## config.mk

```make
export PLATFORM = sky130hd
export DESIGN_NAME = cfgio_port
export DESIGN_NICKNAME = d
export VERILOG_FILES = /design/src/cfgio_pkg.sv /design/src/cfgio_port.sv
export VERILOG_INCLUDE_DIRS = /design/src
export SDC_FILE = /design/constraint.sdc
export NUM_CORES = 1
export LEC_CHECK = 0
export BUFFER_PORTS_ARGS = -buffer_cell sky130_fd_sc_hd__buf_4
export CAP_MARGIN = 15
export CORE_MARGIN = 4
export CORE_UTILIZATION = 30
export CTS_CLUSTER_DIAMETER = 100
export DETAILED_ROUTE_END_ITERATION = 7
export PLACE_DENSITY = 0.52
export SYNTH_ARGS = -nofsm -noshare
export SYNTH_HDL_FRONTEND = slang
export SYNTH_SLANG_ARGS = --single-unit
```

## constraint.sdc

```tcl
create_clock -name clk_sys -period 3.9 [get_ports clk_sys]
set_input_delay 0.78 -clock clk_sys [delete_from_list [all_inputs] [get_ports clk_sys]]
set_output_delay 0.78 -clock clk_sys [all_outputs]
set_load 0.01 [all_outputs]
```

## src/cfgio_params.svh

```systemverilog
// Register offsets, reset values and pin positions for the configurable I/O port block
`ifndef CFGIO_PARAMS_SVH
`define CFGIO_PARAMS_SVH
`define CFGIO_ADDR_PORT1_LATCH    8'h90
`define CFGIO_ADDR_PORT2_LATCH    8'ha0
`define CFGIO_ADDR_PORT3_LATCH    8'hb0
`define CFGIO_ADDR_PORT4_MODE_LO  8'hbe
`define CFGIO_ADDR_PORT4_MODE_HI  8'hbf
`define CFGIO_ADDR_PORT4_LATCH    8'hc0
`define CFGIO_ADDR_PORT1_MODE_LO  8'hc2
`define CFGIO_ADDR_PORT1_MODE_HI  8'hc3
`define CFGIO_ADDR_PORT2_MODE_LO  8'hc4
`define CFGIO_ADDR_PORT2_MODE_HI  8'hc5
`define CFGIO_ADDR_PORT3_MODE_LO  8'hc6
`define CFGIO_ADDR_PORT3_MODE_HI  8'hc7
`define CFGIO_ADDR_IRQ_WAKE_EN    8'hc8
`define CFGIO_LATCH_RESET         8'hff
`define CFGIO_ANALOG_MASK_PORT2   8'hf0
`define CFGIO_WAKE_MASK_PORT3     8'h4c
`define CFGIO_WAKE_MASK_PORT4     8'h03
`define CFGIO_STRONG_CYCLES    2'd2
`endif

```

## src/cfgio_pkg.sv

```systemverilog
// Types shared by the configurable I/O port block
package cfgio_pkg;
  typedef enum logic [1:0] {
    CFGIO_QUASI    = 2'b00,
    CFGIO_PUSHPULL = 2'b01,
    CFGIO_INPUT    = 2'b10,
    CFGIO_OPENDR   = 2'b11
  } cfgio_mode_t;

  typedef struct packed {
    logic [7:0] addr;
    logic [7:0] wdata;
    logic       wr;
    logic       rd;
    logic       rmw;
  } cfgio_bus_t;

  typedef struct packed {
    logic [31:0] very_weak_pu;
    logic [31:0] weak_pu;
    logic [31:0] strong_pu;
    logic [31:0] pull_down;
  } cfgio_drive_t;
endpackage

```

## src/cfgio_port.sv

```systemverilog
// Four 8-bit configurable I/O ports with mode, latch, drive and power-down input gating
//
// Implementation choice: the address-and-strobe port.
`timescale 1ns/1ps
`include "cfgio_params.svh"

module cfgio_port #(
  parameter int NUM_PORTS = 4
) (
  input  wire logic                 clk_sys,
  input  wire logic                 resetn,
  input  wire logic                 tristate_fuse,
  input  wire logic                 power_down,
  input  wire logic                 ext_reset_en,
  input  wire logic                 osc_pins_used,
  input  wire cfgio_pkg::cfgio_bus_t bus,
  output logic [7:0]                rdata,
  input  wire logic [31:0]          pin_in,
  output logic [31:0]               pin_out,
  output logic [31:0]               pin_oe,
  output logic [31:0]               pin_sensed,
  output cfgio_pkg::cfgio_drive_t   drive,
  output logic [31:0]               pin_usable
);
  import cfgio_pkg::*;

  logic [7:0]  latch    [NUM_PORTS];
  logic [7:0]  mode_lo  [NUM_PORTS];
  logic [7:0]  mode_hi  [NUM_PORTS];
  logic [7:0]  irq_wake_en;
  logic [7:0]  latch_q  [NUM_PORTS];
  logic [1:0]  strong_cnt [32];
  logic [31:0] in_gate;
  logic        fuse_seen;

  function automatic cfgio_mode_t pin_mode(input logic lo, input logic hi);
    pin_mode = cfgio_mode_t'({lo, hi});
  endfunction

  // Index of a latch or mode register, or -1 when unmapped
  function automatic int reg_port(input logic [7:0] a, input int kind);
    reg_port = -1;
    case (kind)
      0: case (a)
        `CFGIO_ADDR_PORT1_LATCH: reg_port = 0;
        `CFGIO_ADDR_PORT2_LATCH: reg_port = 1;
        `CFGIO_ADDR_PORT3_LATCH: reg_port = 2;
        `CFGIO_ADDR_PORT4_LATCH: reg_port = 3;
        default:                 reg_port = -1;
      endcase
      1: case (a)
        `CFGIO_ADDR_PORT1_MODE_LO: reg_port = 0;
        `CFGIO_ADDR_PORT2_MODE_LO: reg_port = 1;
        `CFGIO_ADDR_PORT3_MODE_LO: reg_port = 2;
        `CFGIO_ADDR_PORT4_MODE_LO: reg_port = 3;
        default:                   reg_port = -1;
      endcase
      default: case (a)
        `CFGIO_ADDR_PORT1_MODE_HI: reg_port = 0;
        `CFGIO_ADDR_PORT2_MODE_HI: reg_port = 1;
        `CFGIO_ADDR_PORT3_MODE_HI: reg_port = 2;
        `CFGIO_ADDR_PORT4_MODE_HI: reg_port = 3;
        default:                   reg_port = -1;
      endcase
    endcase
  endfunction

  // Fuse is sampled on the first clock after reset release; registers stay
  // at their input-only reset value until then, which is the safe state.
  always_ff @(posedge clk_sys or negedge resetn)
  begin
    if (!resetn)
      fuse_seen <= 1'b0;
    else
      fuse_seen <= 1'b1;
  end

  always_ff @(posedge clk_sys or negedge resetn)
  begin
    if (!resetn)
    begin
      for (int p = 0; p < NUM_PORTS; p++)
      begin
        latch[p]   <= `CFGIO_LATCH_RESET;
        mode_lo[p] <= 8'hff;
        mode_hi[p] <= 8'h00;
      end
      irq_wake_en <= 8'h00;
    end
    else if (!fuse_seen)
    begin
      for (int p = 0; p < NUM_PORTS; p++)
      begin
        mode_lo[p] <= tristate_fuse ? 8'hff : 8'h00;
        mode_hi[p] <= 8'h00;
      end
      mode_lo[1] <= tristate_fuse ? 8'hff : `CFGIO_ANALOG_MASK_PORT2;
    end
    else if (bus.wr)
    begin
      if (reg_port(bus.addr, 0) >= 0)
        latch[reg_port(bus.addr, 0)] <= bus.wdata;
      if (reg_port(bus.addr, 1) >= 0)
        mode_lo[reg_port(bus.addr, 1)] <= bus.wdata;
      if (reg_port(bus.addr, 2) >= 0)
        mode_hi[reg_port(bus.addr, 2)] <= bus.wdata;
      if (bus.addr == `CFGIO_ADDR_IRQ_WAKE_EN)
        irq_wake_en <= bus.wdata;
    end
  end

  // Previous latch value, used to catch 0->1 edges
  always_ff @(posedge clk_sys or negedge resetn)
  begin
    if (!resetn)
      for (int p = 0; p < NUM_PORTS; p++)
        latch_q[p] <= `CFGIO_LATCH_RESET;
    else
      for (int p = 0; p < NUM_PORTS; p++)
        latch_q[p] <= latch[p];
  end

  always_ff @(posedge clk_sys or negedge resetn)
  begin
    if (!resetn)
      for (int i = 0; i < 32; i++)
        strong_cnt[i] <= 2'd0;
    else
      for (int i = 0; i < 32; i++)
        if (pin_mode(mode_lo[i/8][i%8], mode_hi[i/8][i%8]) == CFGIO_QUASI
            && latch[i/8][i%8] && !latch_q[i/8][i%8])
          // Rise cycle itself is the first strong cycle, so count one less
          strong_cnt[i] <= `CFGIO_STRONG_CYCLES - 2'd1;
        else if (strong_cnt[i] != 2'd0)
          strong_cnt[i] <= strong_cnt[i] - 2'd1;
  end

  // Input gating in power-down; wake pins and enabled port 1 interrupt pins stay live
  always_comb
  begin
    in_gate = 32'hffffffff;
    if (power_down)
      in_gate = {`CFGIO_WAKE_MASK_PORT4, `CFGIO_WAKE_MASK_PORT3, 8'h00, irq_wake_en};
  end

  always_ff @(posedge clk_sys or negedge resetn)
  begin
    if (!resetn)
      pin_sensed <= 32'h0;
    else
      pin_sensed <= pin_in & in_gate;
  end

  always_ff @(posedge clk_sys or negedge resetn)
  begin
    if (!resetn)
      drive <= '0;
    else
      for (int i = 0; i < 32; i++)
      begin
        logic l;
        l = latch[i/8][i%8];
        drive.very_weak_pu[i] <= 1'b0;
        drive.weak_pu[i]      <= 1'b0;
        drive.strong_pu[i]    <= 1'b0;
        drive.pull_down[i]    <= 1'b0;
        case (pin_mode(mode_lo[i/8][i%8], mode_hi[i/8][i%8]))
          CFGIO_QUASI:
          begin
            drive.very_weak_pu[i] <= l;
            drive.weak_pu[i]      <= l & pin_in[i];
            drive.strong_pu[i]    <= l & (strong_cnt[i] != 2'd0 || !latch_q[i/8][i%8]);
            drive.pull_down[i]    <= !l;
          end
          CFGIO_PUSHPULL:
          begin
            drive.strong_pu[i] <= l;
            drive.pull_down[i] <= !l;
          end
          CFGIO_OPENDR:
            drive.pull_down[i] <= !l;
          CFGIO_INPUT:
            drive.pull_down[i] <= 1'b0;
          default:
            drive.pull_down[i] <= 1'b0;
        endcase
      end
  end

  // Digital view of the pad: driven low by pull-down, high by any pull-up
  always_comb
  begin
    for (int i = 0; i < 32; i++)
    begin
      pin_oe[i]  = drive.pull_down[i] | drive.strong_pu[i] | drive.weak_pu[i] | drive.very_weak_pu[i];
      pin_out[i] = !drive.pull_down[i];
    end
  end

  // Reset and oscillator pins are lost to I/O when claimed by their functions
  always_comb
  begin
    pin_usable = 32'hffffffff;
    if (ext_reset_en)
      pin_usable[22] = 1'b0;
    if (osc_pins_used)
      pin_usable[25:24] = 2'b00;
  end

  always_ff @(posedge clk_sys or negedge resetn)
  begin
    if (!resetn)
      rdata <= 8'h00;
    else if (bus.rd)
    begin
      rdata <= 8'h00;
      if (reg_port(bus.addr, 0) >= 0)
        rdata <= bus.rmw ? latch[reg_port(bus.addr, 0)]
                         : pin_sensed[8*reg_port(bus.addr, 0) +: 8];
      if (reg_port(bus.addr, 1) >= 0)
        rdata <= mode_lo[reg_port(bus.addr, 1)];
      if (reg_port(bus.addr, 2) >= 0)
        rdata <= mode_hi[reg_port(bus.addr, 2)];
      if (bus.addr == `CFGIO_ADDR_IRQ_WAKE_EN)
        rdata <= irq_wake_en;
    end
  end
endmodule // cfgio_port

```

# --- Word level (Yosys, flattened, before mapping) ---
# Cells that the tools add are included.
op_classes:
  add_sub_neg: 32
  magnitude_cmp: 15
  muxes: 253
  n_eq_ne: 112
  n_shift: 1
  n_reduce_logical: 327
  bitwise_logic: 167
op_table:
  columns: ["op", "count"]
  rows:
  - ["32-bit 2-to-1 mux", 31]
  - ["32-bit case mux with 4 select lines", 3]
  - ["32-bit by 1-bit >= comparator with 1-bit output, second input constant", 6]
  - ["32-bit by 3-bit >= comparator with 1-bit output, second input constant", 6]
  - ["32-bit inverter", 6]
  - ["2-bit 2-to-1 mux", 65]
  - ["2-bit equality test, second input constant", 64]
  - ["1-bit case mux with 2 select lines", 64]
  - ["2-bit nonzero test", 64]
  - ["8-bit 2-to-1 mux", 15]
  - ["8-bit equality test, second input constant", 13]
  - ["32-bit bitwise mux", 3]
  - ["1-bit logical NOT", 96]
  - ["32-bit by 1-bit less-than comparator with 1-bit output, second input constant", 3]
  - ["1-bit bitwise OR", 96]
  - ["3-bit OR reduction", 32]
  - ["1-bit logical AND", 67]
  - ["1-bit 2-to-1 mux", 65]
  - ["1-bit bitwise AND", 64]
  - ["2-bit by 1-bit equality test with 1-bit output, second input constant", 32]
  - ["2-bit logical NOT", 32]
  - ["2-bit by 1-bit subtractor with 2-bit output, second input constant", 32]
  - ["8-bit binary-select mux with 2-bit select", 3]
  - ["8-bit demux with 2-bit select", 3]
  - ["other kinds (8)", 42]
totals:
  out_inout_bits: 264
  register_bits: 369
  in_bits: 57

# --- Longest topological paths before layout ---
# Gate-level depths: netlist (run 1).
depth:
  word_depth: 17
  ltp_mapped: 10
  ltp_nobuf: 6

# --- Least setup slack after synthesis (run 1) ---
# No wires, ideal clock.
synth_timing:
  kind: "input to register"
  startpoint: "input port bus[13] (netlist bit)"
  endpoint: "register rdata[1]"
  required_time_ns: 3.759
  slack_ns: 1.100
  path_stages: 9
  n_path_buf: 3
  arrival_ns: 2.660
  cell_sequence: "clkbuf_1 -> or4_1 -> buf_2 -> or3_1 -> buf_2 -> o22ai_2 -> nor4_1 -> a2111oi_2 -> o221ai_1"
synth_via:
  elab_chain_len: 13
  word_cells_on_any_way: 46
synth_rtl:
  columns: ["item", "line", "rtl"]
  rows:
  - ["from (decl)", "cfgio_port.sv:16", "input wire cfgio_pkg::cfgio_bus_t bus,"]
  - ["parallel branches: the longest is 12 deep, another holds 32-bit by 1-bit >= comparator with 1-bit output", null, null]
  - ["8-bit 2-to-1 mux (*)", "cfgio_port.sv:224", "if (bus.addr == `CFGIO_ADDR_IRQ_WAKE_EN)"]
  - ["to (signal assigned)", "cfgio_port.sv:218", "rdata <= bus.rmw ? latch[reg_port(bus.addr, 0)]"]
  - ["to (signal assigned)", "cfgio_port.sv:221", "rdata <= mode_lo[reg_port(bus.addr, 1)];"]
  - ["to (signal assigned)", "cfgio_port.sv:223", "rdata <= mode_hi[reg_port(bus.addr, 2)];"]
  - ["to (decl)", "cfgio_port.sv:17", "output logic [7:0] rdata,"]
# Mark *: on every way between the ends. The select of a mux whose other input is x is not followed.
# A chain may end at the register's enable or synchronous reset.

# --- Final worst setup path (run 1) ---
layout_timing:
  startpoint: "input port bus[12] (netlist bit)"
  endpoint: "register rdata[1]"
# Same word-level chain as after synthesis.

==> metrics, run 1 <==
Tmin final 2.64 ns; routed wl met2 26300 um; post-cts hold buffer count 0; row count 85; Max-Cap Viols 0; Cells after DPL 2498; Main synth FF type dfrtp_1; Worst R2R Path Depth 3; port bufs 291; slowest stage cell, crit path or4_1; final cell count without fillers 2578; TritonRoute pass-1 iters 5; final WL 53800 um; PostCTS Resize Cnt 0; final setup vio count 0; Die ar. 58400 um2; gr ovfl total 0; Min Hold Slack 0.218 ns; largest net degree at the start of global routing 84; TritonCTS clock tree built; area grow syn2layout 27.4%; met1 WL 23400 um; Post-synth EDFFs 0; drt first-iter violations 651; fmax 378 MHz; Top Metal Used met4; CP max stage delay 0.68 ns; DRC violations left 0; CTS max path bufs 3; P_leak 10.1 nW; CTS root buffer clkbuf_16; outcome complete, no violations; Initial Util 30.4%; ys async rst share 100%; CP startpoint kind primary input; layout cells sized above 1 29.0%; Worst Path Arrival 3.07 ns; number of synthesized register bits 369; Die Y-Extent 242 um; Cell Pwr Density 534 nW/um2; final net count 1936; vias in the first global route 12.8k; Synth area leaders dfrtp_1, dfstp_2, inv_1; post-synthesis xor/xnor area fraction 1.76%; Synth Warn # 0; Avg Cell Area, Syn 10.7 um2; Max FO, Critical Path 24; Worst VDD drop 0.000274 V; Cell Area, Synth 16400 um2; CTS sink count 369; library cells used by synthesis 70; first-pass GRT wire length 81100 um; Clock Skews 0.00986 ns; met3 routed WL 3050 um; CP Capture Type flop; post-synthesis simple-gate area fraction 14.6%; dominant combinational cell family by area after synthesis simple AND/OR/NAND/NOR gates; htree depth 2; hpwl dp 40400 um; Period Utilization, post-route 67.8%; core area 53900 um2; critical setup path kind primary input to flop; post-synthesis sequential area ratio 57.1%; Critical Path RT 4.33 ns; number of buffers created by CTS 43; via count 12.3k; RSZ-0062 raised after global routing no; clk_lat worst skew 0.56 ns; Synth top area share 41.7%; Slew Viols, Final 0; final hold violations 0; routed len/inst 20.9 um; R2R Setup Slk 1.84 ns; post-CTS setup buffers 0; IO Count 321; mux share of post-synthesis cell area 6.50%; Pwr Total 11.1 mW; initial antenna violation count 1; post-synth top area cell dfrtp_1; reg2reg end latch[22]; Compound-Gate Fraction of Synth Area 10.9%; Die Wd 242 um; Tightest Hold Check Type primary input to async pin; Tot GR Track Use 18.1%; Final ANT Viol Nets 0; Worst slew margin 35.9%; Synth Area in Adders 2.44%; crit-path cells buf_4 > or4_1 > or3_1 > o22ai_2 > nor4_1 > a2111oi_2 > o221ai_1; clk slew on worst S/H paths 0.06 ns; Synth Instances 1536; Worst-Margin Slew 0.956 ns; GP Congestion 0.888; worst r2r src fuse_seen; setup TNS 0 ns; Vias per Instance 4.76
how the worst max path moves through the flow:
stage | start | to | slack [ns] | depth (start not counted)
3_5_place_dp | bus[16] | rdata[0] | 0.60 | 7
4_1_cts | bus[16] | rdata[0] | 1.22 | 7
5_1_grt | bus[16] | rdata[0] | 1.08 | 7
6_report | bus[12] | rdata[1] | 1.26 | 7
3_3_place_gp | bus[16] | rdata[0] | 0.65 | 7
2_1_floorplan | bus[13] | rdata[1] | 1.10 | 9
kinds of logic after synthesis:
group,count (synthesis)
flops,369
simple gates,447
fa+ha+maj,32
xor+xnor,33
mux,101
compound gates,292
buf+inv,261
other cells,1
power breakdown:
group          internal, mW  switching [mW]
combinational         0.977            1.24
clock                  2.64            1.60
sequential             4.36           0.320
critical path, delay by kind of cell:
kind	cells	cell delay [ns]
AO/OA/AOI/OAI	3	0.75
buffers and inverters	1	0.21
AND/OR/NAND/NOR	3	1.32
cell usage after synthesis, types with 5 or more instances:
library cell  instances
dfrtp_1             273
inv_1               181
nor2_1              133
a21oi_1             101
dfstp_2              96
nand2b_1             70
o21ai_0              60
nand2_1              59
mux2i_1              58
nor2b_1              55
a31oi_1              47
mux2_2               43
clkbuf_1             42
and2_1               34
or4_1                34
xor2_1               33
ha_1                 32
buf_4                30
nand3_1              19
o22ai_1              12
a21boi_0             10
a22oi_1               8
o221ai_1              8
buf_2                 6
nor3_1                6
a32oi_1               5
a41oi_1               5
nand3b_1              5
o211ai_1              5
stage by stage:
stage               area (um2)  setup WS [ns]  utilization, %
CTS                      20900           1.22            38.7
global route             20900           1.08            38.7
finish                   20900           1.26            38.7
detailed placement       19400          0.602            35.9
global placement         19400          0.649            35.9
floorplan                16500           1.10               -
cells in the final DEF (no fill, tap or decap), types with 4 or more instances in the layout:
| cell type | n |
|---|---|
| o22ai_1 | 12 |
| or4_1 | 34 |
| a32oi_1 | 5 |
| nand3_1 | 19 |
| and2_1 | 34 |
| a31oi_1 | 47 |
| a21oi_1 | 101 |
| ha_1 | 32 |
| clkbuf_16 | 45 |
| mux2i_1 | 58 |
| nand3b_1 | 5 |
| a21boi_0 | 10 |
| dfstp_2 | 96 |
| nor2_1 | 132 |
| bufinv_16 | 5 |
| nand4_1 | 4 |
| clkinv_2 | 7 |
| o211ai_1 | 5 |
| clkbuf_8 | 11 |
| nand2_1 | 59 |
| buf_4 | 314 |
| nor2b_1 | 55 |
| mux2_2 | 43 |
| inv_1 | 181 |
| o221ai_1 | 8 |
| o21ai_0 | 60 |
| dfrtp_1 | 273 |
| a41oi_1 | 5 |
| a22oi_1 | 8 |
| clkbuf_1 | 7 |
| xor2_1 | 33 |
| conb_1 | 30 |
| nor3_1 | 6 |
| or2_2 | 4 |
| nand2b_1 | 70 |
| nor2_2 | 4 |
routing by layer:
metal | track usage [%] | up-vias
met5 | 0 | -
met4 | 4.27 | 0
met3 | 4.02 | 68
met2 | 30.7 | 321
met1 | 23.6 | 6105
li1 | - | 5772
cell type report:
class	instances	area, um2
inverters	181	679
flip-flops and latches	369	9350
multi-input cells	935	6050
well taps	696	871
fillers	5264	33000
clock buffers	63	1300
clock inverters	16	211
diodes	1	2.50
repair buffers	317	2410
registers in the layout, indices dropped and copies added (netlist names):
name,cells
mode_hi,32
rdata,8
latch_q,32
strong_cnt,64
mode_lo,32
drive,128
latch,32
pin_sensed,32
fuse_seen,1
irq_wake_en,8
Note: power is estimated with default switching activity, not from simulation.
==> inputs of run 2 (changes only) <==
Settings changed: ABC_AREA set to 1, PLACE_DENSITY 0.52 to 0.53.
Clock period 3.9 ns to 2.1 ns, I/O delays scaled along.
==> metrics, run 2 <==
outcome complete, no violations (unchanged); Clock Skews 0.0322 ns (was 0.00986 ns); critical setup path kind flop to output pin (was primary input to flop); n_diodes 0 (was 1); gr ovfl total 0 (unchanged); CP startpoint kind flop (was primary input); Synth area leaders dfrtp_1, dfstp_2, nand2_1 (was dfrtp_1, dfstp_2, inv_1); clk slew on worst S/H paths 0.06 ns (about the same); CTS max path bufs 3 (unchanged); Min Hold Slack 0.0769 ns (was 0.218 ns); final core occ 40.5% (was 38.7%); port bufs 291 (unchanged); library cells used by synthesis 42 (was 70); Hold Path Stages 3; clk_lat worst skew 0.58 ns (was 0.56 ns); Max-Cap Viols 0 (unchanged); pre-CTS WS -0.158 ns (was 0.602 ns); GP Congestion 0.900 (was 0.888); Tmin final 2.07 ns; area grow syn2layout 33.5% (was 27.4%); DRC violations left 0 (unchanged); fin area 21800 um2 (was 20900 um2); most common cell after layout, fill and taps aside buf_4 (unchanged); number of flip-flops in the largest register 128 (unchanged); Pwr Total 21.1 mW (was 11.1 mW); final hold violations 0 (unchanged); Post-DP Area 20100 um2 (was 19400 um2); Die Wd 241 um (was 242 um); TritonCTS clock tree built (unchanged); number of buffers created by CTS 43 (unchanged); Cell Area, Synth 16300 um2 (was 16400 um2); core area 53800 um2 (was 53900 um2); row count 85 (unchanged); Avg Cell Area, Syn 9.12 um2 (was 10.7 um2); Synth top area share 41.9% (was 41.7%); P_leak 11.3 nW (was 10.1 nW); Critical Path RT 1.68 ns (was 4.33 ns); Worst VDD drop 0.000490 V (was 0.000274 V); final setup vio count 0 (unchanged); hpwl dp 45100 um (was 40400 um); Tightest Hold Check Type primary input to flop (was primary input to async pin); Cell Pwr Density 969 nW/um2 (was 534 nW/um2); initial antenna violation count 1 (unchanged); Fillers 5377 (was 5264); Worst Path Arrival 1.65 ns (was 3.07 ns); Final ANT Viol Nets 0 (unchanged); Slew Viols, Final 0 (unchanged); Period Utilization, post-route 98.6%; Vias per Instance 4.72 (was 4.76); CTS sink count 369 (unchanged); via count 13.9k (was 12.3k); CP Capture Type output pin (was flop); number of synthesized register bits 369 (unchanged); Biggest register drive (unchanged); most frequent cells in the layout buf_4, nand2_1, inv_1, dfrtp_1, nand3_1 (was buf_4, dfrtp_1, inv_1, nor2_1, a21oi_1); Synth Instances 1790 (was 1536); dominant cell by count in the synthesized netlist nand2_1 (was dfrtp_1); drt first-iter violations 954 (was 651); RSZ-0062 raised after global routing yes (was no); setup TNS 0 ns (unchanged); worst setup margin 0.0297 ns (was 1.26 ns); Post-synth EDFFs 0 (unchanged); post-synth top area cell dfrtp_1 (unchanged); final cell count without fillers 2947 (was 2578); Worst-Margin Slew 0.578 ns (was 0.956 ns); Tot GR Track Use 19.5% (was 18.1%); first-pass GRT wire length 85000 um (was 81100 um); Max FO, Critical Path 2 (was 24); Die Y-Extent 241 um (was 242 um); layout cells sized above 1 27.5% (was 29.0%); Initial Util 30.3% (was 30.4%); Cells after DPL 2846 (was 2498); post-synthesis sequential area ratio 57.3% (was 57.1%); IO Count 321 (unchanged); largest net degree at the start of global routing 71 (was 84); fmax 483 MHz; ys async rst share 100% (unchanged); TritonRoute pass-1 iters 5 (unchanged); final WL 57700 um (was 53800 um); top cells by count, synth nand2_1, inv_1, dfrtp_1 (was dfrtp_1, inv_1, nor2_1); Synth Warn # 0 (unchanged); Main synth FF type dfrtp_1 (unchanged); vias in the first global route 13.8k (was 12.8k); final net count 2307 (was 1936); routed len/inst 19.6 um (was 20.9 um); Worst slew margin 61.4% (was 35.9%); Worst R2R Path Depth 5 (was 3); htree depth 2 (unchanged); Die ar. 58200 um2 (was 58400 um2); Top Registers drive (128), strong_cnt (64) (unchanged); CTS root buffer clkbuf_16 (unchanged)
-- run 2: cell count changes after synthesis, sizes merged, moves of 34 or more --
cell	delta
nand2	+318
inv	+175
nand3	+95
nand2b	-70
mux2i	-58
nor2b	-55
o21ai	+54
nor2	-49
a21oi	-46
mux2	-43
a31oi	-34
-- run 2: per-layer routing --
metal	track usage (%)	up-vias	part of all wire (%)
met1	26.1	6822	44
li1	-	6533	-
met3	3.36	103	5.4
met5	0	-	0
met4	6.71	0	3.3
met2	32.4	447	48
-- run 2: path summary, 6_finish.rpt --
kind | start | to | slack [ns]
hold reg to reg | latch[27] | latch_q[27] | 0.38
setup reg to reg | fuse_seen | latch[14] | 0.56
hold / removal | pin_in[13] | pin_sensed[13] | 0.08
setup / recovery | drive[120] | pin_oe[24] | 0.03
max in group asynchronous | resetn | latch[14] | 0.92
min in group asynchronous | resetn | drive[56] | 0.34
-- run 2: worst max-delay path, cell delays in order (launching register included) --
cell     delay (ns)
dfrtp_1        0.39
or4_1          0.54
buf_4          0.16
-- run 2: kinds of logic after synthesis --
family / after synthesis / share of synthesized area [%]
adders and majority gates: 32 / 2.45
and+or+nand+nor: 695 / 19.5
DFF: 369 / 57.3
AOI/OAI and AO/OA: 241 / 8.31
xor gates and xnor gates: 32 / 1.72
buffers and inverters: 420 / 10.6
other: 1 / 0.0230
-- run 2: what timing repair did --
| action | CTS | global route |
|---|---|---|
| hold buffers | 6 | 0 |
| pin swaps | 2 | 2 |
| resized for setup | 3 | 6 |
| endpoints found under the setup margin | 4 | 10 |
| buffers inserted | 5 | 12 |
| hold endpoints to repair | 24 | 0 |
| gates cloned | 0 | 0 |
-- run 2: area by class of cell --
cell class / count / area, um2 / area share, %
inverter: 356 / 1340 / 6.13
multi-input combinational: 1030 / 5350 / 24.6
tap: 696 / 871 / 4.00
clock buffer: 64 / 1310 / 6.00
timing repair buffer: 418 / 3380 / 15.5
sequential: 369 / 9360 / 42.9
clock inverter: 14 / 184 / 0.844
-- run 2: where the power goes --
part | switching (mW) | total (mW) | internal [mW] | leakage (nW)
Clock | 2.98 | 7.77 | 4.80 | 0.736
Combinational | 2.56 | 4.53 | 1.98 | 6.05
Sequential | 0.639 | 8.81 | 8.17 | 4.50
Total | 6.17 | 21.1 | 14.9 | 11.3
